===== config.mk =====
export PLATFORM = sky130hd
export DESIGN_NAME = debug_port
export DESIGN_NICKNAME = d
export VERILOG_FILES = /design/src/rtl/jtag_pkg.sv /design/src/rtl/scan_if.sv /design/src/rtl/tap_fsm.sv /design/src/rtl/boundary_chain.sv /design/src/rtl/debug_port.sv
export SDC_FILE = /design/constraint.sdc
export NUM_CORES = 1
export LEC_CHECK = 0
export BUFFER_PORTS_ARGS = -buffer_cell sky130_fd_sc_hd__clkbuf_2
export CELL_PAD_IN_SITES_DETAIL_PLACEMENT = 1
export CELL_PAD_IN_SITES_GLOBAL_PLACEMENT = 1
export CORE_MARGIN = 3
export CORE_UTILIZATION = 47
export DETAILED_ROUTE_END_ITERATION = 10
export PLACE_DENSITY = 0.9
export SLEW_MARGIN = 10
export SYNTH_ARGS = -nofsm -noshare
export SYNTH_HDL_FRONTEND = slang
export SYNTH_HIERARCHICAL = 1
export SYNTH_SLANG_ARGS = --single-unit

===== constraint.sdc =====
create_clock -name clk -period 4.7 [get_ports clk]
set_input_delay 0.235 -clock clk [delete_from_list [all_inputs] [get_ports clk]]
set_output_delay 0.235 -clock clk [all_outputs]
set_load 0.005 [all_outputs]

===== src/rtl/jtag_pkg.sv =====
// constants, state and command codes for the debug and boundary-scan port
package jtag_pkg;

    // ------------------------------------------------------------
    // pin synchroniser lanes
    // ------------------------------------------------------------
    localparam int SYNC_W   = 6;
    localparam int S_TCK    = 0;
    localparam int S_TMS    = 1;
    localparam int S_TDI    = 2;
    localparam int S_TRST   = 3;
    localparam int S_POR    = 4;
    localparam int S_EMU    = 5;

    // ------------------------------------------------------------
    // instruction register and codes
    // ------------------------------------------------------------
    localparam int          IR_W          = 4;
    localparam logic [3:0]  IR_EXTEST     = 4'h0;
    localparam logic [3:0]  IR_WAKE       = 4'h1;
    localparam logic [3:0]  IR_SAMPLE     = 4'h4;
    localparam logic [3:0]  IR_INTERRUPT  = 4'h5;
    localparam logic [3:0]  IR_RST_ASSERT = 4'h6;
    localparam logic [3:0]  IR_RST_NEGATE = 4'h7;
    localparam logic [3:0]  IR_BOOT       = 4'h8;
    localparam logic [3:0]  IR_BYPASS     = 4'hF;
    localparam logic [3:0]  IR_CAPTURE    = 4'h1;
    localparam logic [3:0]  IRQ_PRIORITY  = 4'hF;

    // ------------------------------------------------------------
    // boundary chain: input cells low, output cells high
    // ------------------------------------------------------------
    localparam int BSR_IN_W  = 4;
    localparam int BSR_OUT_W = 4;
    localparam int BSR_LEN   = BSR_IN_W + BSR_OUT_W;

    // ------------------------------------------------------------
    // tap controller states
    // ------------------------------------------------------------
    typedef enum logic [15:0] {
        TLR        = 16'h0001,
        RTI        = 16'h0002,
        SEL_DR     = 16'h0004,
        CAPTURE_DR = 16'h0008,
        SHIFT_DR   = 16'h0010,
        EXIT1_DR   = 16'h0020,
        PAUSE_DR   = 16'h0040,
        EXIT2_DR   = 16'h0080,
        UPDATE_DR  = 16'h0100,
        SEL_IR     = 16'h0200,
        CAPTURE_IR = 16'h0400,
        SHIFT_IR   = 16'h0800,
        EXIT1_IR   = 16'h1000,
        PAUSE_IR   = 16'h2000,
        EXIT2_IR   = 16'h4000,
        UPDATE_IR  = 16'h8000
    } tap_state_type;

endpackage


===== src/rtl/scan_if.sv =====
// internal bundle shared by the tap controller and the boundary chain
`timescale 1ns/1ps
interface scan_if;
    logic                   tck_rise;
    logic                   tck_fall;
    logic                   tms;
    logic                   tdi_q;
    logic                   trst_low;
    logic                   extest;
    logic                   bsr_sel;
    jtag_pkg::tap_state_type state;

    modport fsm  (input tck_rise, input tms, input trst_low, output state);
    modport scan (input tck_rise, input tck_fall, input tdi_q, input extest,
                  input bsr_sel, input state);
endinterface


===== src/rtl/tap_fsm.sv =====
// test access port state machine
`timescale 1ns/1ps
module tap_fsm (
    // clock and reset
    input  wire logic clk,
    input  wire logic rst_n,
    // shared bundle
    scan_if.fsm       bus
);

    jtag_pkg::tap_state_type state_q;
    jtag_pkg::tap_state_type state_d;

    always_comb begin
        state_d = state_q;
        case (state_q)
            jtag_pkg::TLR:        state_d = bus.tms ? jtag_pkg::TLR       : jtag_pkg::RTI;
            jtag_pkg::RTI:        state_d = bus.tms ? jtag_pkg::SEL_DR    : jtag_pkg::RTI;
            jtag_pkg::SEL_DR:     state_d = bus.tms ? jtag_pkg::SEL_IR    : jtag_pkg::CAPTURE_DR;
            jtag_pkg::CAPTURE_DR: state_d = bus.tms ? jtag_pkg::EXIT1_DR  : jtag_pkg::SHIFT_DR;
            jtag_pkg::SHIFT_DR:   state_d = bus.tms ? jtag_pkg::EXIT1_DR  : jtag_pkg::SHIFT_DR;
            jtag_pkg::EXIT1_DR:   state_d = bus.tms ? jtag_pkg::UPDATE_DR : jtag_pkg::PAUSE_DR;
            jtag_pkg::PAUSE_DR:   state_d = bus.tms ? jtag_pkg::EXIT2_DR  : jtag_pkg::PAUSE_DR;
            jtag_pkg::EXIT2_DR:   state_d = bus.tms ? jtag_pkg::UPDATE_DR : jtag_pkg::SHIFT_DR;
            jtag_pkg::UPDATE_DR:  state_d = bus.tms ? jtag_pkg::SEL_DR    : jtag_pkg::RTI;
            jtag_pkg::SEL_IR:     state_d = bus.tms ? jtag_pkg::TLR       : jtag_pkg::CAPTURE_IR;
            jtag_pkg::CAPTURE_IR: state_d = bus.tms ? jtag_pkg::EXIT1_IR  : jtag_pkg::SHIFT_IR;
            jtag_pkg::SHIFT_IR:   state_d = bus.tms ? jtag_pkg::EXIT1_IR  : jtag_pkg::SHIFT_IR;
            jtag_pkg::EXIT1_IR:   state_d = bus.tms ? jtag_pkg::UPDATE_IR : jtag_pkg::PAUSE_IR;
            jtag_pkg::PAUSE_IR:   state_d = bus.tms ? jtag_pkg::EXIT2_IR  : jtag_pkg::PAUSE_IR;
            jtag_pkg::EXIT2_IR:   state_d = bus.tms ? jtag_pkg::UPDATE_IR : jtag_pkg::SHIFT_IR;
            jtag_pkg::UPDATE_IR:  state_d = bus.tms ? jtag_pkg::SEL_DR    : jtag_pkg::RTI;
            default:              state_d = jtag_pkg::TLR;
        endcase
    end

    // trst does not wait for a tck edge
    always_ff @(posedge clk) begin
        if (!rst_n || bus.trst_low) begin
            state_q <= jtag_pkg::TLR;
        end else if (bus.tck_rise) begin
            state_q <= state_d;
        end
    end

    assign bus.state = state_q;

endmodule // tap_fsm


===== src/rtl/boundary_chain.sv =====
// boundary-scan register with parallel output latches
`timescale 1ns/1ps
module boundary_chain (
    // clock and reset
    input  wire logic                          clk,
    input  wire logic                          rst_n,
    // shared bundle
    scan_if.scan                               bus,
    // capture sources: input cells low, output cells high
    input  wire logic [jtag_pkg::BSR_LEN-1:0]  cap_vec,
    // serial out and output-pin latches
    output logic                               so,
    output logic [jtag_pkg::BSR_OUT_W-1:0]     latch_q
);

    logic [jtag_pkg::BSR_LEN-1:0] cell_q;
    logic [jtag_pkg::BSR_LEN-1:0] cell_d;
    logic                         shift_due_q;

    wire capture = bus.bsr_sel && bus.tck_rise && (bus.state == jtag_pkg::CAPTURE_DR);
    wire shift   = bus.bsr_sel && bus.tck_fall && shift_due_q;
    wire update  = bus.bsr_sel && bus.tck_fall && (bus.state == jtag_pkg::UPDATE_DR);

    genvar i;
    generate
        for (i = 0; i < jtag_pkg::BSR_LEN; i++) begin : g_cell
            if (i == jtag_pkg::BSR_LEN - 1) begin : g_top
                assign cell_d[i] = bus.tdi_q;
            end else begin : g_mid
                assign cell_d[i] = cell_q[i+1];
            end
        end
    endgenerate

    // output-cell captures are junk under extest; the shift replaces them
    always_ff @(posedge clk) begin
        if (!rst_n) begin
            cell_q <= '0;
        end else if (capture) begin
            cell_q <= cap_vec;
        end else if (shift) begin
            cell_q <= cell_d;
        end
    end

    always_ff @(posedge clk) begin
        if (!rst_n) begin
            latch_q <= '0;
        end else if (update) begin
            latch_q <= cell_q[jtag_pkg::BSR_LEN-1:jtag_pkg::BSR_IN_W];
        end
    end

    // the rise entering shift-dr brings no data bit, so it moves nothing
    always_ff @(posedge clk) begin
        if (!rst_n) begin
            shift_due_q <= 1'b0;
        end else if (bus.tck_rise) begin
            shift_due_q <= (bus.state == jtag_pkg::SHIFT_DR);
        end
    end

    assign so = cell_q[0];

endmodule // boundary_chain


===== src/rtl/debug_port.sv =====
// debug and boundary-scan port top: pins, command decode, reset combining
`timescale 1ns/1ps
module debug_port (
    // clock and reset
    input  wire logic                          clk,
    input  wire logic                          rst_n,
    // debug port pins
    input  wire logic                          tck,
    input  wire logic                          tms,
    input  wire logic                          tdi,
    input  wire logic                          trst_n,
    output logic                               tdo,
    output logic                               tdo_oe,
    // reset and mode pins
    input  wire logic                          power_on_reset_pin_n,
    input  wire logic                          emulation_mode_select,
    // core status
    input  wire logic                          emulation_break_mode,
    input  wire logic                          sleep_mode,
    input  wire logic                          standby_mode,
    // reset and run control toward the core
    output logic                               chip_reset,
    output logic                               debug_reset,
    output logic                               cpu_hold,
    // requests toward the core
    output logic                               debug_irq,
    output logic [3:0]                         debug_irq_level,
    output logic                               wake_req,
    // ordinary pins; no clock, reset or port pins on this chain
    input  wire logic [jtag_pkg::BSR_IN_W-1:0]  pin_in,
    output logic      [jtag_pkg::BSR_IN_W-1:0]  core_in,
    input  wire logic [jtag_pkg::BSR_OUT_W-1:0] core_out,
    output logic      [jtag_pkg::BSR_OUT_W-1:0] pin_out
);

    // ------------------------------------------------------------
    // pin synchronisers
    // ------------------------------------------------------------
    logic [jtag_pkg::SYNC_W-1:0]    meta_q;
    logic [jtag_pkg::SYNC_W-1:0]    sync_q;
    logic                           tck_last_q;
    logic                           por_last_q;
    logic [jtag_pkg::BSR_IN_W-1:0]  pin_meta_q;
    logic [jtag_pkg::BSR_IN_W-1:0]  pin_sync_q;

    wire [jtag_pkg::SYNC_W-1:0] raw = {emulation_mode_select, power_on_reset_pin_n,
                                       trst_n, tdi, tms, tck};

    always_ff @(posedge clk) begin
        if (!rst_n) begin
            meta_q     <= '0;
            sync_q     <= '0;
            tck_last_q <= 1'b0;
            por_last_q <= 1'b0;
            pin_meta_q <= '0;
            pin_sync_q <= '0;
        end else begin
            meta_q     <= raw;
            sync_q     <= meta_q;
            tck_last_q <= sync_q[jtag_pkg::S_TCK];
            por_last_q <= sync_q[jtag_pkg::S_POR];
            pin_meta_q <= pin_in;
            pin_sync_q <= pin_meta_q;
        end
    end

    wire tck_s    = sync_q[jtag_pkg::S_TCK];
    wire tck_rise = tck_s && !tck_last_q;
    wire tck_fall = !tck_s && tck_last_q;
    wire trst_hi  = sync_q[jtag_pkg::S_TRST];
    wire por_low  = !sync_q[jtag_pkg::S_POR];
    wire por_fall = por_last_q && por_low;
    // select low means emulation mode
    wire emu_mode = !sync_q[jtag_pkg::S_EMU];

    // ------------------------------------------------------------
    // tap controller and shared bundle
    // ------------------------------------------------------------
    scan_if bus ();

    logic                     tdi_q;
    logic [jtag_pkg::IR_W-1:0] ir_q;
    logic [jtag_pkg::IR_W-1:0] ir_sh_q;
    logic                     byp_q;
    logic                     bsr_so;
    logic [jtag_pkg::BSR_OUT_W-1:0] latch;
    logic                     dr_due_q;
    logic                     ir_due_q;

    wire is_extest = (ir_q == jtag_pkg::IR_EXTEST);
    wire is_sample = (ir_q == jtag_pkg::IR_SAMPLE);

    assign bus.tck_rise = tck_rise;
    assign bus.tck_fall = tck_fall;
    assign bus.tms      = sync_q[jtag_pkg::S_TMS];
    assign bus.tdi_q    = tdi_q;
    assign bus.trst_low = !trst_hi;
    assign bus.extest   = is_extest;
    assign bus.bsr_sel  = is_extest || is_sample;

    tap_fsm u_tap (
        .clk   (clk),
        .rst_n (rst_n),
        .bus   (bus.fsm)
    );

    wire st_tlr     = (bus.state == jtag_pkg::TLR);
    wire st_cap_ir  = (bus.state == jtag_pkg::CAPTURE_IR);
    wire st_sh_ir   = (bus.state == jtag_pkg::SHIFT_IR);
    wire st_upd_ir  = (bus.state == jtag_pkg::UPDATE_IR);
    wire st_cap_dr  = (bus.state == jtag_pkg::CAPTURE_DR);
    wire st_sh_dr   = (bus.state == jtag_pkg::SHIFT_DR);

    // ------------------------------------------------------------
    // serial input and instruction shifter
    // ------------------------------------------------------------
    always_ff @(posedge clk) begin
        if (!rst_n) begin
            tdi_q    <= 1'b0;
            dr_due_q <= 1'b0;
            ir_due_q <= 1'b0;
        end else if (tck_rise) begin
            tdi_q    <= sync_q[jtag_pkg::S_TDI];
            dr_due_q <= st_sh_dr;
            ir_due_q <= st_sh_ir;
        end
    end

    always_ff @(posedge clk) begin
        if (!rst_n) begin
            ir_sh_q <= jtag_pkg::IR_CAPTURE;
        end else if (tck_rise && st_cap_ir) begin
            ir_sh_q <= jtag_pkg::IR_CAPTURE;
        end else if (tck_fall && ir_due_q) begin
            ir_sh_q <= {tdi_q, ir_sh_q[jtag_pkg::IR_W-1:1]};
        end
    end

    // ------------------------------------------------------------
    // instruction register and command decode
    // ------------------------------------------------------------
    // standby drops the command; the tap keeps stepping regardless
    wire ir_load  = tck_fall && st_upd_ir && !standby_mode;
    wire ld_code  = ir_load;
    wire [jtag_pkg::IR_W-1:0] new_code = ir_sh_q;
    wire ld_rst_a = ld_code && (new_code == jtag_pkg::IR_RST_ASSERT);
    wire ld_rst_n = ld_code && (new_code == jtag_pkg::IR_RST_NEGATE);
    wire ld_boot  = ld_code && (new_code == jtag_pkg::IR_BOOT);
    wire ld_wake  = ld_code && (new_code == jtag_pkg::IR_WAKE);
    wire irq_now  = (ir_q == jtag_pkg::IR_INTERRUPT);
    wire irq_ok   = irq_now && !sleep_mode && !standby_mode;

    always_ff @(posedge clk) begin
        if (!rst_n || st_tlr) begin
            ir_q <= jtag_pkg::IR_BYPASS;
        end else if (ir_load) begin
            ir_q <= new_code;
        end else if (irq_now) begin
            ir_q <= jtag_pkg::IR_BYPASS;
        end
    end

    logic cmd_reset_q;
    logic irq_q;
    logic wake_q;

    // host must hold assert for a full power-on pulse before negate
    always_ff @(posedge clk) begin
        if (!rst_n) begin
            cmd_reset_q <= 1'b0;
        end else if (ld_rst_a) begin
            cmd_reset_q <= 1'b1;
        end else if (ld_rst_n) begin
            cmd_reset_q <= 1'b0;
        end
    end

    always_ff @(posedge clk) begin
        if (!rst_n) begin
            irq_q  <= 1'b0;
            wake_q <= 1'b0;
        end else begin
            irq_q  <= irq_ok;
            wake_q <= ld_wake && sleep_mode;
        end
    end

    assign debug_irq       = irq_q;
    assign debug_irq_level = jtag_pkg::IRQ_PRIORITY;
    assign wake_req        = wake_q;

    // ------------------------------------------------------------
    // reset combining and reset hold
    // ------------------------------------------------------------
    // break mode firmware masks the reset pin while trst is high
    wire pin_masked = emu_mode && trst_hi && emulation_break_mode;
    wire pin_reset  = por_low && !pin_masked;
    wire hold_set   = emu_mode && por_low && !trst_hi;
    wire hold_clr   = ld_boot || (por_fall && trst_hi);

    logic hold_q;
    logic chip_reset_q;
    logic debug_reset_q;

    // a new set wins over a clear in the same cycle
    always_ff @(posedge clk) begin
        if (!rst_n) begin
            hold_q <= 1'b0;
        end else if (hold_set) begin
            hold_q <= 1'b1;
        end else if (hold_clr) begin
            hold_q <= 1'b0;
        end
    end

    always_ff @(posedge clk) begin
        if (!rst_n) begin
            chip_reset_q  <= 1'b1;
            debug_reset_q <= 1'b1;
        end else begin
            chip_reset_q  <= pin_reset || cmd_reset_q;
            debug_reset_q <= !trst_hi;
        end
    end

    assign chip_reset  = chip_reset_q;
    assign debug_reset = debug_reset_q;
    assign cpu_hold    = hold_q;

    // ------------------------------------------------------------
    // data registers: bypass and boundary chain
    // ------------------------------------------------------------
    always_ff @(posedge clk) begin
        if (!rst_n) begin
            byp_q <= 1'b0;
        end else if (tck_rise && st_cap_dr && !bus.bsr_sel) begin
            byp_q <= 1'b0;
        end else if (tck_fall && dr_due_q && !bus.bsr_sel) begin
            byp_q <= tdi_q;
        end
    end

    // input cells take pins; output cells take what the core drives
    wire [jtag_pkg::BSR_LEN-1:0] cap_vec = {core_out, pin_sync_q};

    boundary_chain u_bsr (
        .clk     (clk),
        .rst_n   (rst_n),
        .bus     (bus.scan),
        .cap_vec (cap_vec),
        .so      (bsr_so),
        .latch_q (latch)
    );

    // pins pass normally except under extest
    logic [jtag_pkg::BSR_OUT_W-1:0] pin_out_q;

    always_ff @(posedge clk) begin
        if (!rst_n) begin
            pin_out_q <= '0;
        end else begin
            pin_out_q <= is_extest ? latch : core_out;
        end
    end

    assign pin_out = pin_out_q;
    assign core_in = pin_sync_q;

    // ------------------------------------------------------------
    // serial output
    // ------------------------------------------------------------
    logic tdo_q;
    logic tdo_due_q;

    wire dr_so  = bus.bsr_sel ? bsr_so : byp_q;
    wire ser_so = st_sh_ir ? ir_sh_q[0] : dr_so;

    always_ff @(posedge clk) begin
        if (!rst_n) begin
            tdo_q     <= 1'b0;
            tdo_due_q <= 1'b0;
        end else begin
            // one clock late: tdo shows the bit this fall shifted down
            tdo_due_q <= tck_fall && (st_sh_ir || st_sh_dr);
            if (tdo_due_q && (st_sh_ir || st_sh_dr)) begin
                tdo_q <= ser_so;
            end
        end
    end

    assign tdo    = tdo_q;
    assign tdo_oe = st_sh_ir || st_sh_dr;

endmodule // debug_port


; Word-level counts from Yosys, hierarchy flattened
; Cells that the tools add are included.
[totals]
regBits = 74
input_bits = 19
[classes]
eq_ne = 22
muxes = 24
n_bitwise = 1
reduce_logical = 57
[op_table]
columns = operator, count
row1 = one-hot mux 16 bit (12 select lines), 1
row2 = two-way mux 16 bit, 2
row3 = logical AND 1 bit, 31
row4 = two-way mux 8 bit, 3
row5 = two-way mux 9 bit, 2
row6 = equality test 16 x 1 -> 1 bit (second input constant), 1
row7 = equality test 16 x 10 -> 1 bit (second input constant), 1
row8 = equality test 16 x 11 -> 1 bit (second input constant), 1
row9 = equality test 16 x 12 -> 1 bit (second input constant), 1
row10 = equality test 16 x 13 -> 1 bit (second input constant), 1
row11 = equality test 16 x 14 -> 1 bit (second input constant), 1
row12 = equality test 16 x 15 -> 1 bit (second input constant), 1
row13 = equality test 16 bit (second input constant), 1
row14 = equality test 16 x 2 -> 1 bit (second input constant), 1
row15 = equality test 16 x 3 -> 1 bit (second input constant), 1
row16 = equality test 16 x 4 -> 1 bit (second input constant), 1
row17 = equality test 16 x 5 -> 1 bit (second input constant), 1
row18 = equality test 16 x 6 -> 1 bit (second input constant), 1
row19 = equality test 16 x 7 -> 1 bit (second input constant), 1
row20 = equality test 16 x 8 -> 1 bit (second input constant), 1
row21 = equality test 16 x 9 -> 1 bit (second input constant), 1
row22 = equality test 4 x 3 -> 1 bit (second input constant), 4
row23 = two-way mux 15 bit, 1
row24 = two-way mux 13 bit, 1
row25 = other kinds (16), 43

; Depth between registers and ports, before layout
[depth]
depth_word = 8
ltp_mapped = 7

; Hierarchy
; Netlist, hierarchy kept.
[by_module_without_submodules]
columns = mod, instances, cells_per_inst, area_per_inst_um2, seq_area_each_um2
row1 = debug_port, 1, 181, 1775.5, 920.9
row2 = tap_fsm, 1, 150, 1071.0, 320.3
row3 = boundary_chain, 1, 81, 691.9, 260.2

; Worst setup path after synthesis
; No wires, ideal clock.
[synth_timing]
path_kind = register -> register
startpoint = reg u_tap.state_q[11], in the netlist u_tap/bus.state[11]
endpoint = reg u_tap.state_q[0], in the netlist u_tap/bus.state[0]
arrival_time_ns = 1.680
slack_ns = 2.899
path_stages_with_launch = 6
cell_sequence = dfxtp_1 or3_4 or4_1 a211oi_2 or4_1 o21ai_1
[synth_via]
elab_chain_len = 3
[synth_lines]
columns = item, line
row1 = from (decl), tap_fsm.sv:11  ; jtag_pkg::tap_state_type state_q;
row2 = from (signal assigned), tap_fsm.sv:40  ; state_q <= jtag_pkg::TLR;
row3 = from (signal assigned), tap_fsm.sv:42  ; state_q <= state_d;
row4 = "equality test 16 bit, or another cell as far along", tap_fsm.sv:16  ; case (state_q)
row5 = OR reduction 3 bit (no source line) / OR reduction 2 bit (equally long branches), n/a
row6 = one-hot mux 16 bit (12 select lines) (*), tap_fsm.sv:16
; Every way passes the cells marked *; elsewhere a longest branch is shown, timed or not.
; A chain may end at the register's enable or synchronous reset.

; Worst setup path after layout
[layout_timing]
startpoint = reg tck_last_q
endpoint = reg u_bsr/cell_q[0] in the netlist's numbering
[layout_via]
elab_chain_len = 5
[layout_lines]
columns = item, line
row1 = from (decl), debug_port.sv:41  ; logic tck_last_q;
row2 = from (signal assigned), debug_port.sv:60  ; tck_last_q <= sync_q[jtag_pkg::S_TCK];
row3 = logical NOT 1 bit (*), debug_port.sv:68  ; wire tck_rise = tck_s && !tck_last_q;
row4 = logical AND 1 bit (*), debug_port.sv:68
row5 = named net bus.tck_rise, scan_if.sv:4  ; logic tck_rise;
row6 = logical AND 1 bit (*) (2 in series), boundary_chain.sv:20  ; wire capture = bus.bsr_sel && bus.tck_rise && (bus.state == jtag_pkg::CAPTURE_DR);
row7 = two-way mux 8 bit / nonzero test 2 bit (equally long branches), n/a
row8 = to (signal assigned), boundary_chain.sv:40  ; cell_q <= cap_vec;
row9 = to (signal assigned), boundary_chain.sv:42  ; cell_q <= cell_d;
row10 = to (decl), boundary_chain.sv:16  ; logic [jtag_pkg::BSR_LEN-1:0] cell_q;
; Mark *: on every way through the listed nets, which the timed path passes. The rest lies on a longest branch.

==> impl_metrics.tcl <==
set metrics [dict create \
    ys_seq_area_frac 0.424 \
    synth_xor_area_frac 0.0198 \
    postSynthAreaPerCell_um2 8.59 \
    synth_top_family_by_area "simple AND/OR/NAND/NOR gates" \
    critPathLaunchType "register" \
    period_minus_slack_ns 2.43 \
    layout-drive-gt1-share 0.143 \
    htreeDepth 3 \
    vdd_drop_max_uv 279 \
    synth.area.top_cells "dfxtp_1 (42%), and2_1 (4.2%), mux2i_1 (4.2%)" \
    drtPass1Iterations 4 \
    hp-start "pin_in[0]" \
    die_height_um 92.8 \
    critical_path_class "register to register" \
    cts_sinks 75 \
    seqPwrFrac 0.550 \
    worstPathArrival_ns 2.71 \
    timing.final.crit_share 0.517 \
    setup_viol 0 \
    root_buffer "clkbuf_8" \
    max_freq_ghz 0.411 \
    synth_top_area_frac 0.424 \
    vias 3161 \
    row_count 31 \
    cp_max_fo 19 \
    tns_ns 0 \
    cellLeakagePower_nw 1.45 \
    reg2reg_to "u_bsr/cell_q[0]" \
    postCtsSetupBuffers 0 \
    p_comb_frac 0.039 \
    status "complete, no violations" \
    place.gp.congestion 0.895 \
    rsz0062_at_grt "false" \
    core_mm2 0.00729 \
    ff2ff_path_depth 6 \
    synthArstFlopShare 0 \
    first_iter_violations 172 \
    seqCellArea_mm2 0.00150 \
    synth_top_area_cell "dfxtp_1" \
    switchingPower_mw 0.317 \
    final_nets 454 \
    min_to "pin_meta_q[0]" \
    yosysMostFrequentCell "dfxtp_1" \
    drv_slew 0 \
    total_power_mw 1.19 \
    drv_cap 0 \
    diodes 0 \
    synth_common_cells "dfxtp_1 (75), nand2_1 (37), a21oi_1 (25)" \
    synthCells 412 \
    crit_path_end_kind "register" \
    synth_cell_types 56 \
    grt_pass1_wl_mm 15.9 \
    r2r_start "tck_last_q" \
    first_global_vias 3217 \
    synthAdderAreaFrac 0 \
    antenna_found_initial 0 \
    relSlewSlack 0.386 \
    hold_path_class "primary input to register" \
    syn_area_mm2 0.00354 \
    portBuffers 33 \
    multi_input_area_mm2 0.00189 \
    clkPwrFrac 0.412 \
    die_x_um 92.8 \
    fill_cells 914 \
    synth-edff-count 0 \
    clkTransAtPathRegs_ns 0.10 \
    holdPathStages 2 \
    muxShareOfSynthArea 0.0424 \
    cp.required_ns 4.98 \
    tightestPinTransition_ns 0.920 \
    initial_core_util 0.485 \
    skew_ns 0.0123 \
    ios 38 \
    cts_tree "yes" \
    wl_per_cell_um 17.8 \
    grt_overflow 0 \
    dp_hpwl_mm 6.59 \
    synth_flop_cell "dfxtp_1" \
    ys_warn_count 6 \
    drc 0 \
    area_growth_syn_to_layout_pct 10.7 \
    ys_seq_elements 75 \
    rrSetupSlack_ns 2.27 \
    clkLatencyLatePin_ns 0.36 \
    grt_start_max_net_pins 50 \
    cts.repair.resized 0 \
    grtUsageTotal 0.231 \
    ctsHoldBuffers 0 \
    p_int_mw 0.870 \
    swShare 0.267 \
    clk_path_buf_depth 2 \
    vias_per_cell 5.86 \
    powerDensity_mw_per_mm2 303 \
    cts_buffers 9 \
    synth-compound-area-share 0.134 \
    synth-simple-area-share 0.333 \
    hold_viol 0 \
    drt-total-wl_mm 9.61 \
    dieArea_mm2 0.00861 \
    ant_nets 0 \
]
## cells by family after synthesis
family,Yosys count
compound gates,76
xor+xnor,8
buf+inv,35
flops,75
mux,15
other cells,1
simple gates,202
## state kept, by name (all words and copies together) (netlist names), 4 cells and up
name,count
core_in,4
ir_q,4
ir_sh_q,4
meta_q,6
pin_meta_q,4
pin_out,4
sync_q,6
u_bsr/cell_q,8
u_bsr/latch_q,4
u_tap/bus.state,16
## layout make-up
cell class | count | area share
Multi-Input combinational cell | 305 | 0.483
Clock inverter | 7 | 0.0179
Tap cell | 99 | 0.0316
Timing Repair Buffer | 33 | 0.0422
Sequential cell | 75 | 0.383
Inverter | 11 | 0.0105
Clock buffer | 9 | 0.0316
## power by group through the flow
stage	sequential [mW]	clock [mW]	combinational [mW]
2_1_floorplan	0.665	0	0.0293
3_3_place_gp	0.667	0	0.0434
3_5_place_dp	0.668	0	0.0461
4_1_cts	0.653	0.497	0.0463
5_1_grt	0.654	0.525	0.0518
6_report	0.653	0.489	0.0460
## worst max-delay path by stage
stage | start | end | slack (ns) | cells past startpoint
floorplan | u_tap/bus.state[11] | u_tap/bus.state[0] | 2.90 | 5
global placement | tck_last_q | u_bsr/cell_q[3] | 2.52 | 6
detailed placement | tck_last_q | u_bsr/cell_q[0] | 2.35 | 6
CTS | tck_last_q | u_bsr/cell_q[0] | 2.32 | 6
global route | tck_last_q | u_bsr/cell_q[5] | 2.03 | 6
finish | tck_last_q | u_bsr/cell_q[0] | 2.27 | 6
## worst max-delay path: stages, from the launching register on
cell	delay [ns]
dfxtp_1	0.32
nand2b_1	0.23
inv_1	0.47
nor4b_1	0.35
nand4_1	0.25
nor3_4	0.49
mux2i_1	0.25
## layer usage
metal	GRT usage	wire, µm
met1	0.291	4360
met3	0.0341	300
met4	0.0830	108
met5	0	0
met2	0.398	4840
## through the flow
stage	hold slack, ns	worst slack [ns]	instances	cell area (µm²)	utilization
after floorplan	0.312	2.90	415	3550	-
after global placement	0.414	2.52	523	3720	0.510
after detailed placement	0.421	2.35	523	3720	0.510
after CTS	0.0584	2.32	539	3920	0.537
after global routing	0.0657	2.03	539	3920	0.537
final	0.0750	2.27	539	3920	0.537
## layout by cell type (no fill, tap or decap), types with 2 or more instances in the layout
cell and instances:
a21oi_1 25, nor4_1 12, conb_1 4, nand2_1 37, clkbuf_8 9, and4b_1 2, inv_1 11, a31oi_1 4
or4_4 5, nand4_1 6, a211oi_1 3, clkinv_4 2, mux2i_1 15, nand3_1 22, and2_1 24, o21ai_0 12
nor4_2 2, inv_6 2, xnor2_1 5, or4_1 5, xor2_1 3, nor3_1 21, dfxtp_1 75, or3_1 5
clkbuf_2 33, nand2b_1 15, nor2_1 20, nand4b_1 3, nor2b_1 4, nand3b_1 5, nor4b_1 5, o21ai_1 7
o211ai_1 11
(Power assumes the default switching activity.)
